`src/core/rfe_pkg.sv`:
```
`default_nettype none
package rfe_pkg;
  // register map, byte-wide registers at their own addresses
  localparam logic [7:0] ADDR_TEST_OUT = 8'h47;
  localparam logic [7:0] ADDR_FRAMING  = 8'h48;
  localparam logic [7:0] ADDR_CODING   = 8'h4A;
  localparam logic [7:0] ADDR_TX_DATA  = 8'h4C;
  localparam logic [7:0] ADDR_TX_CTRL  = 8'h4D;
  localparam logic [7:0] RSV_ZERO      = 8'h00;
  localparam logic [7:0] MASK_TEST_OUT = 8'h8F;
  localparam logic [7:0] MASK_FRAMING  = 8'hAB;
  localparam int CTRL_START  = 0;
  localparam int CTRL_PAR_EN = 1;
  // test pin sources
  localparam logic [3:0] SEL_HIZ1   = 4'h1;
  localparam logic [3:0] SEL_LOW    = 4'h2;
  localparam logic [3:0] SEL_HIGH   = 4'h3;
  localparam logic [3:0] SEL_TX_ENV = 4'h4;
  localparam logic [3:0] SEL_TX_ACT = 4'h5;
  localparam logic [3:0] SEL_SECURE = 4'h6;
  localparam logic [3:0] SEL_RX_ENV = 4'h7;
  localparam logic [3:0] SEL_RX_ACT = 4'h8;
  localparam logic [3:0] SEL_RX_BIT = 4'h9;
  // synchroniser lanes
  localparam int LN_SEC = 0;
  localparam int LN_RXE = 1;
  localparam int LN_RXA = 2;
  localparam int LN_RXB = 3;
  // data codes
  localparam logic [3:0] CODE_NONE     = 4'h0;
  localparam logic [3:0] CODE_COLLIDER = 4'h1;
  localparam logic [3:0] CODE_RZ1      = 4'h4;
  localparam logic [3:0] CODE_RZ4      = 4'h7;
  localparam logic [3:0] CODE_1OF4     = 4'h8;
  localparam logic [3:0] CODE_256      = 4'h9;
  localparam logic [3:0] CODE_256_NOZ  = 4'hA;
  localparam logic [3:0] CODE_256_LAST = 4'hB;
  localparam logic [3:0] CODE_IVL      = 4'hC;
  localparam logic [8:0] SLOT_LAST     = 9'h0FF;
  localparam logic [8:0] SLOT_1OF4     = 9'h003;
  localparam logic [3:0] BITS_1OF4     = 4'h2;
  localparam logic [3:0] BITS_BYTE     = 4'h8;
  localparam logic [2:0] QTR_NORM      = 3'h3;
  localparam logic [2:0] QTR_IVL_LONG  = 3'h7;
  localparam logic [2:0] RATE_MIN      = 3'h2;
  localparam logic [2:0] RATE_MAX      = 3'h7;
  // timing, 848 kHz is the fastest bit rate and subcarrier
  localparam int CLK_HZ     = 100_000_000;
  localparam int TOP_HZ     = 848_000;
  localparam int SC_LOW_HZ  = 424_000;
  localparam int QTR_CYC    = CLK_HZ / TOP_HZ / 4;
  localparam int SC_HI_HALF = CLK_HZ / TOP_HZ / 2;
  localparam int SC_LO_HALF = CLK_HZ / SC_LOW_HZ / 2;
  localparam int FIFO_DEPTH = 16;
  localparam int FIFO_WIDTH = 8;

  typedef struct packed {
    logic       io_fast_switching;
    logic [2:0] rsv;
    logic [3:0] test_pin_source_sel;
  } rfe_test_out_s;
  typedef struct packed {
    logic tx_high_bit_first;
    logic rsv6;
    logic tx_parity_odd_sel;
    logic rsv4;
    logic tx_stop_level;
    logic rsv2;
    logic tx_start_level;
    logic tx_start_insert;
  } rfe_framing_s;
  typedef struct packed {
    logic [3:0] tx_code_sel;
    logic       tx_subcarrier_sel;
    logic [2:0] tx_bit_rate_sel;
  } rfe_coding_s;
  typedef struct packed {
    logic [7:0] addr;
    logic [7:0] wdata;
    logic       wr;
    logic       rd;
  } rfe_bus_s;
  typedef enum logic [2:0] {
    FSM_IDLE   = 3'b001,
    FSM_GATHER = 3'b010,
    FSM_PLAY   = 3'b100
  } rfe_fsm_e;
  typedef enum logic [3:0] {
    PH_START  = 4'b0001,
    PH_DATA   = 4'b0010,
    PH_PARITY = 4'b0100,
    PH_STOP   = 4'b1000
  } rfe_phase_e;
endpackage
`default_nettype wire

```
`src/core/rfe_tx_encoder.sv`:
```
`default_nettype none
module rfe_fifo #(
  parameter int WIDTH = 8,
  parameter int DEPTH = 16
) (
  // clock and reset
  input  wire logic             clock,
  input  wire logic             sys_rst,
  // fill side
  input  wire logic             in_valid,
  input  wire logic [WIDTH-1:0] in_data,
  output logic                  in_ready,
  // drain side
  output logic                  out_valid,
  output logic      [WIDTH-1:0] out_data,
  input  wire logic             out_ready
);
  localparam int AW = $clog2(DEPTH);
  typedef struct packed {
    logic [DEPTH-1:0][WIDTH-1:0] mem;
    logic [AW-1:0]               wp;
    logic [AW-1:0]               rp;
    logic [AW:0]                 cnt;
  } rfe_fifo_s;
  rfe_fifo_s st_ff;
  rfe_fifo_s nxt_st;
  logic      push;
  logic      pop;

  assign in_ready  = (st_ff.cnt != (AW+1)'(DEPTH));
  assign out_valid = (st_ff.cnt != '0);
  assign out_data  = st_ff.mem[st_ff.rp];
  assign push      = in_valid && in_ready;
  assign pop       = out_valid && out_ready;

  always_comb
  begin
    nxt_st = st_ff;
    if (push)
    begin
      nxt_st.mem[st_ff.wp] = in_data;
      nxt_st.wp = st_ff.wp + 1'b1;
    end
    if (pop)
      nxt_st.rp = st_ff.rp + 1'b1;
    nxt_st.cnt = st_ff.cnt + (AW+1)'(push) - (AW+1)'(pop);
  end

  always_ff @(posedge clock)
  begin
    if (sys_rst)
      st_ff <= '0;
    else
      st_ff <= nxt_st;
  end
endmodule

module rfe_tx_encoder (
  // clock and reset
  input  wire logic              clock,
  input  wire logic              sys_rst,
  // register port
  input  wire rfe_pkg::rfe_bus_s bus,
  output logic [7:0]             rd_data,
  // asynchronous sources for the test pin
  input  wire logic              rx_envelope,
  input  wire logic              rx_active,
  input  wire logic              rx_bit,
  input  wire logic              generic_secure_if_signal,
  // transmit side
  output logic                   tx_envelope,
  output logic                   tx_active,
  output logic                   tx_fifo_ready,
  // pins
  output logic                   test_signal_pin_out,
  output logic                   test_signal_pin_oe,
  output logic                   io_fast_switching
);
  typedef struct packed {
    rfe_pkg::rfe_test_out_s test_out;
    rfe_pkg::rfe_framing_s  framing;
    rfe_pkg::rfe_coding_s   coding;
    logic                   parity_en;
    logic                   start_req;
    rfe_pkg::rfe_fsm_e      fsm;
    rfe_pkg::rfe_phase_e    phase;
    logic [7:0]             data;
    logic [2:0]             bit_idx;
    logic                   last;
    logic [7:0]             sym;
    logic [3:0]             sym_cnt;
    logic [8:0]             slot;
    logic [2:0]             qtr;
    logic [11:0]            qcnt;
    logic [6:0]             sc_cnt;
    logic                   sc_ph;
    logic [3:0]             sync1;
    logic [3:0]             sync2;
    logic                   env;
    logic                   pin_out;
    logic                   pin_oe;
    logic [7:0]             rd_data;
    logic                   fifo_ready;
    logic                   busy;
  } rfe_state_s;

  rfe_state_s st_ff;
  rfe_state_s nxt_st;
  logic       f_in_valid;
  logic       f_in_ready;
  logic       f_out_valid;
  logic [7:0] f_out_data;
  logic       f_pop;
  logic       cur_bit;
  logic [7:0] sym_val;
  logic [7:0] sym_next;
  logic [2:0] qtr_max;
  logic [11:0] qlen;
  logic [6:0] sc_half;

  function automatic logic [3:0] sym_bits(input logic [3:0] code);
    if (code == rfe_pkg::CODE_1OF4)
      return rfe_pkg::BITS_1OF4;
    if (code >= rfe_pkg::CODE_256 && code <= rfe_pkg::CODE_256_LAST)
      return rfe_pkg::BITS_BYTE;
    return 4'h1;
  endfunction

  function automatic logic [8:0] slot_max(input logic [3:0] code);
    if (code == rfe_pkg::CODE_1OF4)
      return rfe_pkg::SLOT_1OF4;
    if (code >= rfe_pkg::CODE_256 && code <= rfe_pkg::CODE_256_LAST)
      return rfe_pkg::SLOT_LAST;
    return 9'h000;
  endfunction

  // first bit of a symbol ends up as its lowest bit
  function automatic logic [7:0] sym_value(input logic [7:0] s,
                                           input logic [3:0] code);
    return s >> (rfe_pkg::BITS_BYTE - sym_bits(code));
  endfunction

  function automatic logic envelope(input rfe_state_s s,
                                    input logic [7:0] v);
    logic [3:0] c;
    c = s.coding.tx_code_sel;
    case (c)
      // collider halves, modulated half on subcarrier
      rfe_pkg::CODE_COLLIDER:
        return ((s.qtr[1] ? !v[0] : v[0]) && s.sc_ph);
      // pulse in quarter given by code
      4'h4, 4'h5, 4'h6, rfe_pkg::CODE_RZ4:
        return v[0] && (s.qtr[1:0] == 2'(c - rfe_pkg::CODE_RZ1));
      // pulse in slot selected by symbol
      rfe_pkg::CODE_1OF4, rfe_pkg::CODE_256:
        return (s.slot == {1'b0, v}) && (s.qtr == '0);
      rfe_pkg::CODE_256_NOZ:
        return (v != '0) && (s.slot == {1'b0, v}) && (s.qtr == '0);
      // zero value moves to last slot
      rfe_pkg::CODE_256_LAST:
        return (s.slot == ((v == '0) ? rfe_pkg::SLOT_LAST : {1'b0, v}))
               && (s.qtr == '0);
      // pause closes each symbol, long for one
      rfe_pkg::CODE_IVL:
        return s.qtr == (v[0] ? rfe_pkg::QTR_IVL_LONG
                              : rfe_pkg::QTR_NORM);
      // plain level, reserved codes fall here
      default:
        return v[0];
    endcase
  endfunction

  rfe_fifo #(
    .WIDTH(rfe_pkg::FIFO_WIDTH),
    .DEPTH(rfe_pkg::FIFO_DEPTH)
  ) u_fifo (
    .clock     (clock),
    .sys_rst   (sys_rst),
    .in_valid  (f_in_valid),
    .in_data   (bus.wdata),
    .in_ready  (f_in_ready),
    .out_valid (f_out_valid),
    .out_data  (f_out_data),
    .out_ready (f_pop)
  );

  // bytes written while full are dropped; software polls the ready flag
  assign f_in_valid = bus.wr && (bus.addr == rfe_pkg::ADDR_TX_DATA);

  always_comb
  begin
    nxt_st = st_ff;
    f_pop = 1'b0;
    sym_val = sym_value(st_ff.sym, st_ff.coding.tx_code_sel);
    // quarter length doubles per step below top rate, down to RATE_MIN; slower selects are clamped to it
    qlen = 12'(rfe_pkg::QTR_CYC) << (rfe_pkg::RATE_MAX -
           ((st_ff.coding.tx_bit_rate_sel < rfe_pkg::RATE_MIN)
            ? rfe_pkg::RATE_MIN : st_ff.coding.tx_bit_rate_sel));
    qtr_max = ((st_ff.coding.tx_code_sel == rfe_pkg::CODE_IVL) && sym_val[0])
              ? rfe_pkg::QTR_IVL_LONG : rfe_pkg::QTR_NORM;
    sc_half = st_ff.coding.tx_subcarrier_sel ? 7'(rfe_pkg::SC_HI_HALF)
                                             : 7'(rfe_pkg::SC_LO_HALF);
    cur_bit = 1'b0;
    case (st_ff.phase)
      rfe_pkg::PH_START:  cur_bit = st_ff.framing.tx_start_level;
      rfe_pkg::PH_DATA:   cur_bit = st_ff.framing.tx_high_bit_first
                                    ? st_ff.data[3'h7 - st_ff.bit_idx]
                                    : st_ff.data[st_ff.bit_idx];
      rfe_pkg::PH_PARITY: cur_bit = ^st_ff.data
                                    ^ st_ff.framing.tx_parity_odd_sel;
      default:            cur_bit = st_ff.framing.tx_stop_level;
    endcase
    sym_next = {cur_bit, st_ff.sym[7:1]};

    nxt_st.sync1 = {rx_bit, rx_active, rx_envelope,
                    generic_secure_if_signal};
    nxt_st.sync2 = st_ff.sync1;
    if (st_ff.sc_cnt >= sc_half - 7'h01)
    begin
      nxt_st.sc_cnt = '0;
      nxt_st.sc_ph = !st_ff.sc_ph;
    end
    else
      nxt_st.sc_cnt = st_ff.sc_cnt + 7'h01;

    if (bus.wr)
    begin
      case (bus.addr)
        // pad speed stored with source select
        rfe_pkg::ADDR_TEST_OUT:
          nxt_st.test_out = bus.wdata & rfe_pkg::MASK_TEST_OUT;
        rfe_pkg::ADDR_FRAMING:
          nxt_st.framing = bus.wdata & rfe_pkg::MASK_FRAMING;
        rfe_pkg::ADDR_CODING:
          nxt_st.coding = bus.wdata;
        rfe_pkg::ADDR_TX_CTRL:
        begin
          nxt_st.parity_en = bus.wdata[rfe_pkg::CTRL_PAR_EN];
          if (bus.wdata[rfe_pkg::CTRL_START])
            nxt_st.start_req = 1'b1;
        end
        default: ;
      endcase
    end

    case (st_ff.fsm)
      rfe_pkg::FSM_IDLE:
      begin
        if (st_ff.start_req && f_out_valid)
        begin
          f_pop = 1'b1;
          // start request taken; a new one in this cycle still waits
          nxt_st.start_req = nxt_st.start_req && bus.wr &&
                             (bus.addr == rfe_pkg::ADDR_TX_CTRL) &&
                             bus.wdata[rfe_pkg::CTRL_START];
          nxt_st.data = f_out_data;
          nxt_st.bit_idx = '0;
          nxt_st.last = 1'b0;
          nxt_st.sym_cnt = '0;
          nxt_st.fsm = rfe_pkg::FSM_GATHER;
          nxt_st.phase = st_ff.framing.tx_start_insert
                         ? rfe_pkg::PH_START : rfe_pkg::PH_DATA;
        end
      end
      rfe_pkg::FSM_GATHER:
      begin
        nxt_st.sym = sym_next;
        nxt_st.sym_cnt = st_ff.sym_cnt + 4'h1;
        case (st_ff.phase)
          rfe_pkg::PH_START: nxt_st.phase = rfe_pkg::PH_DATA;
          rfe_pkg::PH_DATA:
          begin
            nxt_st.bit_idx = st_ff.bit_idx + 3'h1;
            if (st_ff.bit_idx == 3'h7)
            begin
              if (st_ff.parity_en)
                nxt_st.phase = rfe_pkg::PH_PARITY;
              else if (f_out_valid)
              begin
                f_pop = 1'b1;
                nxt_st.data = f_out_data;
              end
              else
                nxt_st.phase = rfe_pkg::PH_STOP;
            end
          end
          rfe_pkg::PH_PARITY:
          begin
            nxt_st.phase = f_out_valid ? rfe_pkg::PH_DATA
                                       : rfe_pkg::PH_STOP;
            f_pop = f_out_valid;
            if (f_out_valid)
              nxt_st.data = f_out_data;
          end
          default: nxt_st.last = 1'b1;
        endcase
        if (st_ff.sym_cnt + 4'h1 == sym_bits(st_ff.coding.tx_code_sel) ||
            st_ff.phase == rfe_pkg::PH_STOP)
        begin
          nxt_st.sym_cnt = '0;
          nxt_st.slot = '0;
          nxt_st.qtr = '0;
          nxt_st.qcnt = '0;
          nxt_st.fsm = rfe_pkg::FSM_PLAY;
        end
      end
      rfe_pkg::FSM_PLAY:
      begin
        nxt_st.qcnt = st_ff.qcnt + 12'h001;
        if (st_ff.qcnt >= qlen - 12'h001)
        begin
          nxt_st.qcnt = '0;
          nxt_st.qtr = st_ff.qtr + 3'h1;
          if (st_ff.qtr == qtr_max)
          begin
            nxt_st.qtr = '0;
            nxt_st.slot = st_ff.slot + 9'h001;
            if (st_ff.slot == slot_max(st_ff.coding.tx_code_sel))
              nxt_st.fsm = st_ff.last ? rfe_pkg::FSM_IDLE
                                      : rfe_pkg::FSM_GATHER;
          end
        end
      end
      default: nxt_st.fsm = rfe_pkg::FSM_IDLE;
    endcase
    // busy flag registered so tx_active leaves a flop
    nxt_st.busy = (nxt_st.fsm != rfe_pkg::FSM_IDLE);

    nxt_st.env = (st_ff.fsm == rfe_pkg::FSM_PLAY) &&
                 envelope(st_ff, sym_val);

    nxt_st.pin_oe = 1'b1;
    case (st_ff.test_out.test_pin_source_sel)
      rfe_pkg::SEL_LOW:    nxt_st.pin_out = 1'b0;
      rfe_pkg::SEL_HIGH:   nxt_st.pin_out = 1'b1;
      rfe_pkg::SEL_TX_ENV: nxt_st.pin_out = st_ff.env;
      rfe_pkg::SEL_TX_ACT: nxt_st.pin_out = st_ff.fsm != rfe_pkg::FSM_IDLE;
      rfe_pkg::SEL_SECURE: nxt_st.pin_out = st_ff.sync2[rfe_pkg::LN_SEC];
      rfe_pkg::SEL_RX_ENV: nxt_st.pin_out = st_ff.sync2[rfe_pkg::LN_RXE];
      rfe_pkg::SEL_RX_ACT: nxt_st.pin_out = st_ff.sync2[rfe_pkg::LN_RXA];
      rfe_pkg::SEL_RX_BIT: nxt_st.pin_out = st_ff.sync2[rfe_pkg::LN_RXB];
      default:
      begin
        nxt_st.pin_out = 1'b0;
        nxt_st.pin_oe = 1'b0;
      end
    endcase

    nxt_st.fifo_ready = f_in_ready;
    nxt_st.rd_data = rfe_pkg::RSV_ZERO;
    if (bus.rd)
    begin
      case (bus.addr)
        rfe_pkg::ADDR_TEST_OUT: nxt_st.rd_data = st_ff.test_out;
        rfe_pkg::ADDR_FRAMING:  nxt_st.rd_data = st_ff.framing;
        rfe_pkg::ADDR_CODING:   nxt_st.rd_data = st_ff.coding;
        rfe_pkg::ADDR_TX_DATA:
          nxt_st.rd_data = {5'h00, f_out_valid, f_in_ready,
                            st_ff.fsm != rfe_pkg::FSM_IDLE};
        rfe_pkg::ADDR_TX_CTRL:
          nxt_st.rd_data = {6'h00, st_ff.parity_en, st_ff.start_req};
        default: nxt_st.rd_data = rfe_pkg::RSV_ZERO;
      endcase
    end
  end

  always_ff @(posedge clock)
  begin
    if (sys_rst)
    begin
      st_ff <= '0;
      st_ff.fsm <= rfe_pkg::FSM_IDLE;
      st_ff.phase <= rfe_pkg::PH_START;
    end
    else
      st_ff <= nxt_st;
  end

  assign rd_data             = st_ff.rd_data;
  assign tx_envelope         = st_ff.env;
  assign tx_active           = st_ff.busy;
  assign tx_fifo_ready       = st_ff.fifo_ready;
  assign test_signal_pin_out = st_ff.pin_out;
  assign test_signal_pin_oe  = st_ff.pin_oe;
  assign io_fast_switching   = st_ff.test_out.io_fast_switching;
endmodule
`default_nettype wire

```
`config.mk`:
```
export PLATFORM = sky130hd
export DESIGN_NAME = rfe_tx_encoder
export DESIGN_NICKNAME = d
export VERILOG_FILES = /design/src/core/rfe_pkg.sv /design/src/core/rfe_tx_encoder.sv
export SDC_FILE = /design/constraint.sdc
export NUM_CORES = 1
export LEC_CHECK = 0
export ABC_AREA = 0
export BUFFER_PORTS_ARGS = -buffer_cell sky130_fd_sc_hd__buf_2
export CAP_MARGIN = 30
export CORE_UTILIZATION = 41
export DETAILED_ROUTE_END_ITERATION = 7
export MAX_ROUTING_LAYER = met4
export PLACE_DENSITY = 0.61
export SLEW_MARGIN = 20
export SYNTH_ARGS = -nofsm -noshare
export SYNTH_HDL_FRONTEND = slang
export SYNTH_HIERARCHICAL = 1
export SYNTH_SLANG_ARGS = --single-unit
```
`constraint.sdc`:
```
create_clock -name clock -period 6.1 [get_ports clock]
set_clock_uncertainty 0.15 [all_clocks]
set_input_delay 0.61 -clock clock [delete_from_list [all_inputs] [get_ports clock]]
set_output_delay 0.61 -clock clock [all_outputs]
set_load 0.005 [all_outputs]
```
Yosys cells after proc, flatten, opt, wreduce, memory -nomap -nowiden. Cells that the tools add are included.

Flip-flop bits (word level): 245. Output and inout port bits: 14.

$add $sub $neg: 16. Order comparisons: 10. Equal/unequal tests: 52. Shift operators: 2. Mux-type cells: 83. Bitwise operators: 2. Reduce and logical (&&, ||, !) cells: 45.

Operator list (number): bitwise mux 128 bit (1); 2-to-1 mux 9 bit (7); one-hot mux 24 bit (2 select lines) (1); 2-to-1 mux 4 bit (11); equality test 8 x 7 -> 1 bit (second input constant) (5); 2-to-1 mux 8 bit (5); one-hot mux 8 bit (5 select lines) (1); equality test 4 x 3 -> 1 bit (second input constant) (9); binary-select mux 8 bit (select 4 bit) (1); demux 8 bit (select 4 bit) (1); equality test 4 bit (second input constant) (8); one-hot mux 16 bit (2 select lines) (1); 2-to-1 mux 28 bit (1); 2-to-1 mux 1 bit (27); 2-to-1 mux 12 bit (2); 2-to-1 mux 24 bit (1); 2-to-1 mux 3 bit (8); 2-to-1 mux 20 bit (1); equality test 9 x 8 -> 1 bit (2); logical AND 1 bit (17); one-hot mux 8 bit (2 select lines) (1); adder 12 x 1 -> 12 bit (second input constant) (1); adder 4 x 1 -> 4 bit (second input constant) (3); equality test 4 x 2 -> 1 bit (second input constant) (3); other kinds (63) (92).

Longest topological paths before layout.
Depth after elaboration: 29. Gate-level depth with buffers: 18. Mapped depth without buffers: 16.

Cells and area by module. Netlist, hierarchy kept.

By module, submodules not included: rfe_fifo (instances 1, cells each 590, area an instance 6434.9 um2); rfe_tx_encoder (instances 1, cells each 710, area an instance 5779.3 um2).

Least setup slack after synthesis. Ideal clock, no wire load.

Path type: input to register. Start point: in bus[15] (netlist name). End point: reg u_fifo/st_ff[4] (netlist name). Setup time: 0.071 ns. Data arrival time: 3.542 ns. Setup slack: 2.337 ns. Cell stages on the path: 14. Path through: nor4b_1 and3_1 nor2b_1 and2_1 buf_4 nand2_1 ha_1 inv_1 ha_1 fa_1 a21oi_1 nor2_1 or3_1 a21oi_1.

Longest elaborated chain between the ends: 5.

Ends and longest elaborated chain: start: declaration (RTL line rfe_tx_encoder.sv:63) `input wire rfe_pkg::rfe_bus_s bus,`; equality test 8 x 7 -> 1 bit (RTL line rfe_tx_encoder.sv:188) `assign f_in_valid = bus.wr && (bus.addr == rfe_pkg::ADDR_TX_DATA);`; logical AND 1 bit (RTL line rfe_tx_encoder.sv:188); named net f_in_valid (RTL line rfe_tx_encoder.sv:109) `logic f_in_valid;`; logical AND 1 bit (RTL line rfe_tx_encoder.sv:33) `assign push = in_valid && in_ready;`; adder 5 x 1 -> 5 bit (RTL line rfe_tx_encoder.sv:46) `nxt_st.cnt = st_ff.cnt + (AW+1)'(push) - (AW+1)'(pop);`; subtractor 5 x 1 -> 5 bit (RTL line rfe_tx_encoder.sv:46); end signal: assignment (RTL line rfe_tx_encoder.sv:54) `st_ff <= nxt_st;`; end: declaration (RTL line rfe_tx_encoder.sv:25) `rfe_fifo_s st_ff;`.

The timed path passes the listed nets, and every way through them passes these cells. A chain may end at the register's enable or synchronous reset.

Worst setup path after layout.
Start point: reg u_fifo/st_ff[3] (netlist name). End point: reg u_fifo/st_ff[4] (netlist name).

Longest elaborated chain between the ends: 8. Elaborated cells on any way between the ends: 13.

Ends and longest elaborated chain: nonzero test 5 bit (*) (RTL line rfe_tx_encoder.sv:31) `assign out_valid = (st_ff.cnt != '0);`; named net f_out_valid (RTL line rfe_tx_encoder.sv:111) `logic f_out_valid;`; 2-to-1 mux 1 bit (RTL line rfe_tx_encoder.sv:278) `else if (f_out_valid)`; 2-to-1 mux 1 bit (RTL line rfe_tx_encoder.sv:276) `if (st_ff.parity_en)`; 2-to-1 mux 1 bit (RTL line rfe_tx_encoder.sv:274) `if (st_ff.bit_idx == 3'h7)`; one-hot mux 1 bit (2 select lines) (RTL line rfe_tx_encoder.sv:269) `case (st_ff.phase)`; one-hot mux 1 bit (2 select lines) (*) (RTL line rfe_tx_encoder.sv:246) `case (st_ff.fsm)`; named net f_pop (RTL line rfe_tx_encoder.sv:113) `logic f_pop;`; logical AND 1 bit (*) (RTL line rfe_tx_encoder.sv:34) `assign pop = out_valid && out_ready;`; named net u_fifo.pop (RTL line rfe_tx_encoder.sv:28) `logic pop;`; subtractor 5 x 1 -> 5 bit (*) (RTL line rfe_tx_encoder.sv:46).

Mark *: on every way through the listed nets, which the timed path passes. The rest lies on a longest branch.

==> run summary <==
Post-Syn Instances - 1300
post-CTS setup buffers - 0
DRT Wirelength - 28500 um
final period utilization - 0.691
PD cells - 261 nW/um^2
Crit path buffers/inverters - 4
nets - 1346
CP peak stage delay - 0.66 ns
Max IR drop VDD - 275 uV
clk_lat worst skew - 0.55 ns
Synth Area per Inst - 9.40 um^2
I/O pin count - 38
Core ar. - 29000 um^2
register area share after synthesis - 0.402
CTS tree - built
final core utilization - 0.469
clock-pin slew on the worst setup and hold paths - 0.06 ns
initial core utilization - 0.421
1st-pass router iterations - 5
Main synth FF type - dfxtp_1
gpl congestion - 0.836
Max Cap Viol - 0
clock root buffer - clkbuf_16
fmax - 237 MHz
Core Rows - 62
DR WL/cell - 16.9 um
critical path type - reg2reg
I/O Buffers - 37
unique cell type count in the Yosys netlist - 81
1st-iter DRT viols - 772
post-route setup TNS - 0 ns
first-pass GRT wire length - 46500 um
htree depth - 1
status - complete, no violations
antenna violations before repair - 2
total number of vias - 9144
gr usage total - 0.194
fin area - 13600 um^2
vias per inst - 5.40
Die H - 175 um
deepest clock path buffer count - 3
Static Leakage - 4.88 nW
worst endpoint data arrival time - 4.54 ns
Slew Viols, Final - 0
die width - 175 um
crit path time final - 4.21 ns
clock sinks - 245
post-route DRC violation count - 0
crit-path max FO - 12
Num CTS Buffers - 27
Synthesis Warnings - 6
ys async rst share - 0
Slew headroom - 0.427
Hold WS - 0.118 ns
Die ar. - 30500 um^2
share of cells above drive strength 1 - 0.136
Seq cells post-synth - 245
vias in the first global route - 8527
Worst-Margin Slew - 0.859 ns
crit-path leading delay family - simple AND/OR/NAND/NOR gates
gr ovfl total - 0
CP Cell Sequence - inv_1, ha_1, or4b_1, nand3_1, o21a_1, inv_2, nand2_1, inv_1, ha_1, inv_1, ha_1, fa_1, a21oi_1, nor2_1, or3_1, a21oi_1
Antenna Nets Post-Route - 0
Startpoint Class - register
cts hold-fix bufs - 0
number of flops mapped to enable cells by yosys - 0
P&R area growth vs syn - 11.3%
largest net degree at the start of global routing - 82
RSZ-0062 raised after global routing - false
CP max-delay cell - or4b_1
Req. time, crit path - 6.43 ns
hpwl dp - 18700 um
Resize count post-CTS - 0
mapped cell area - 12200 um^2
final hold violation count - 0
Worst Setup End Kind - register
placed cell area - 12500 um^2
final setup fails - 0
Min-Delay Path Class - in2reg
[per-stage QoR]
step / total power, W / worst slack, ns / cells
3_3_place_gp: 0.00172 / 1.78 / 1641
3_5_place_dp: 0.00172 / 1.65 / 1641
4_1_cts: 0.00359 / 1.86 / 1690
5_1_grt: 0.00367 / 1.55 / 1692
2_1_floorplan: 0.00168 / 2.34 / 1301
6_report: 0.00355 / 1.89 / 1693
[where the power goes]
part            total, W  internal, W  leakage (nW)  switching, W
logic          0.0000731    0.0000159          2.40     0.0000572
clock network    0.00187      0.00118         0.506      0.000683
registers        0.00161      0.00160          1.98    0.00000240
total            0.00355      0.00280          4.88      0.000743
[worst register-to-register path: stages, from the launching register on]
cell	delay, ns
dfxtp_1	0.32
inv_1	0.08
ha_1	0.17
or4b_1	0.66
nand3_1	0.43
o21a_1	0.38
inv_2	0.16
nand2_1	0.14
inv_1	0.07
ha_1	0.27
inv_1	0.04
ha_1	0.20
fa_1	0.41
a21oi_1	0.16
nor2_1	0.06
or3_1	0.34
a21oi_1	0.13
[cells by family after synthesis]
kind of cell / count (synthesis) / share of synthesized area
xor+xnor: 35 / 0.0251
buf+inv: 129 / 0.0488
compound gates: 201 / 0.108
fa+ha+maj: 36 / 0.0375
simple gates: 481 / 0.199
flops: 245 / 0.402
other cells: 1 / 0.000307
mux: 172 / 0.179
[synthesized netlist by cell type, drive strengths merged (3+ instances only)]
cell	instances	area, um^2
a221oi	3	26.3
o31ai	11	87.6
o21ai	25	125
and2	7	45.1
nor2b	22	138
a21oi	77	397
or4	3	26.3
mux4	36	811
a22oi	23	173
a31oi	4	25.0
xor2	15	131
nand2b	10	62.6
clkbuf	53	199
o22ai	5	37.5
nor3b	6	50.1
o31a	3	26.3
a311oi	13	114
mux2i	135	1360
or2	4	25.0
o21a	4	30.0
nand2	112	428
nor4b	12	143
buf	43	268
xnor2	20	175
a21o	5	37.5
nor3	20	166
nand4	13	141
nand3	58	290
or3	4	25.0
or3b	4	37.5
inv	32	120
and3	10	62.6
nor2	187	714
ha	35	438
a41oi	5	43.8
dfxtp	245	4900
a211oi	6	45.0
[routing by layer]
metal / track usage / vias up / share of wire
met4: 0.0471 / 0 / 0.021
met2: 0.304 / 156 / 0.46
li1: - / 4585 / -
met1: 0.263 / 4358 / 0.48
met5: - / - / 0
met3: 0.0281 / 45 / 0.041
[registers in the layout, indices dropped and copies added (netlist names)]
signal               count
tx_fifo_ready            1
st_ff                   86
tx_active                1
tx_envelope              1
nxt_st                   4
rd_data                  8
test_signal_pin_oe       1
io_fast_switching        1
u_fifo/st_ff           141
test_signal_pin_out      1
[path summary, 6_finish.rpt]
check,startpoint,endpoint,slack [ns],depth (start not counted)
worst max-delay path,u_fifo/st_ff[3],u_fifo/st_ff[4],1.89,16
worst min-delay path,rx_bit,nxt_st[16],0.12,2
worst max register to register,u_fifo/st_ff[3],u_fifo/st_ff[4],1.89,16
worst min register to register,nxt_st[14],st_ff[14],0.29,1
[cell usage in the layout (no fill, tap or decap), types with 15 or more instances in the layout]
cell | Yosys | routed
buf_4 | 21 | 16
mux4_2 | 36 | 36
a22oi_1 | 23 | 23
dfxtp_1 | 245 | 244
buf_2 | 16 | 36
a21oi_1 | 76 | 76
nand2_1 | 109 | 109
nand3_1 | 58 | 58
clkbuf_16 | 0 | 27
inv_1 | 29 | 29
xnor2_1 | 20 | 20
nor2_1 | 184 | 184
mux2i_1 | 134 | 134
ha_1 | 35 | 35
xor2_1 | 15 | 15
nor2b_1 | 22 | 22
[cell type report]
class,instances,area [um^2]
Tap cell,384,480
Multi-Input combinational cell,927,6730
Clock buffer,39,811
Sequential cell,245,4910
Inverter,32,120
Timing Repair Buffer,53,312
Fill cell,2805,15400
Clock inverter,10,228
Antenna cell,3,7.51
Note: power is estimated with default switching activity, not from simulation.
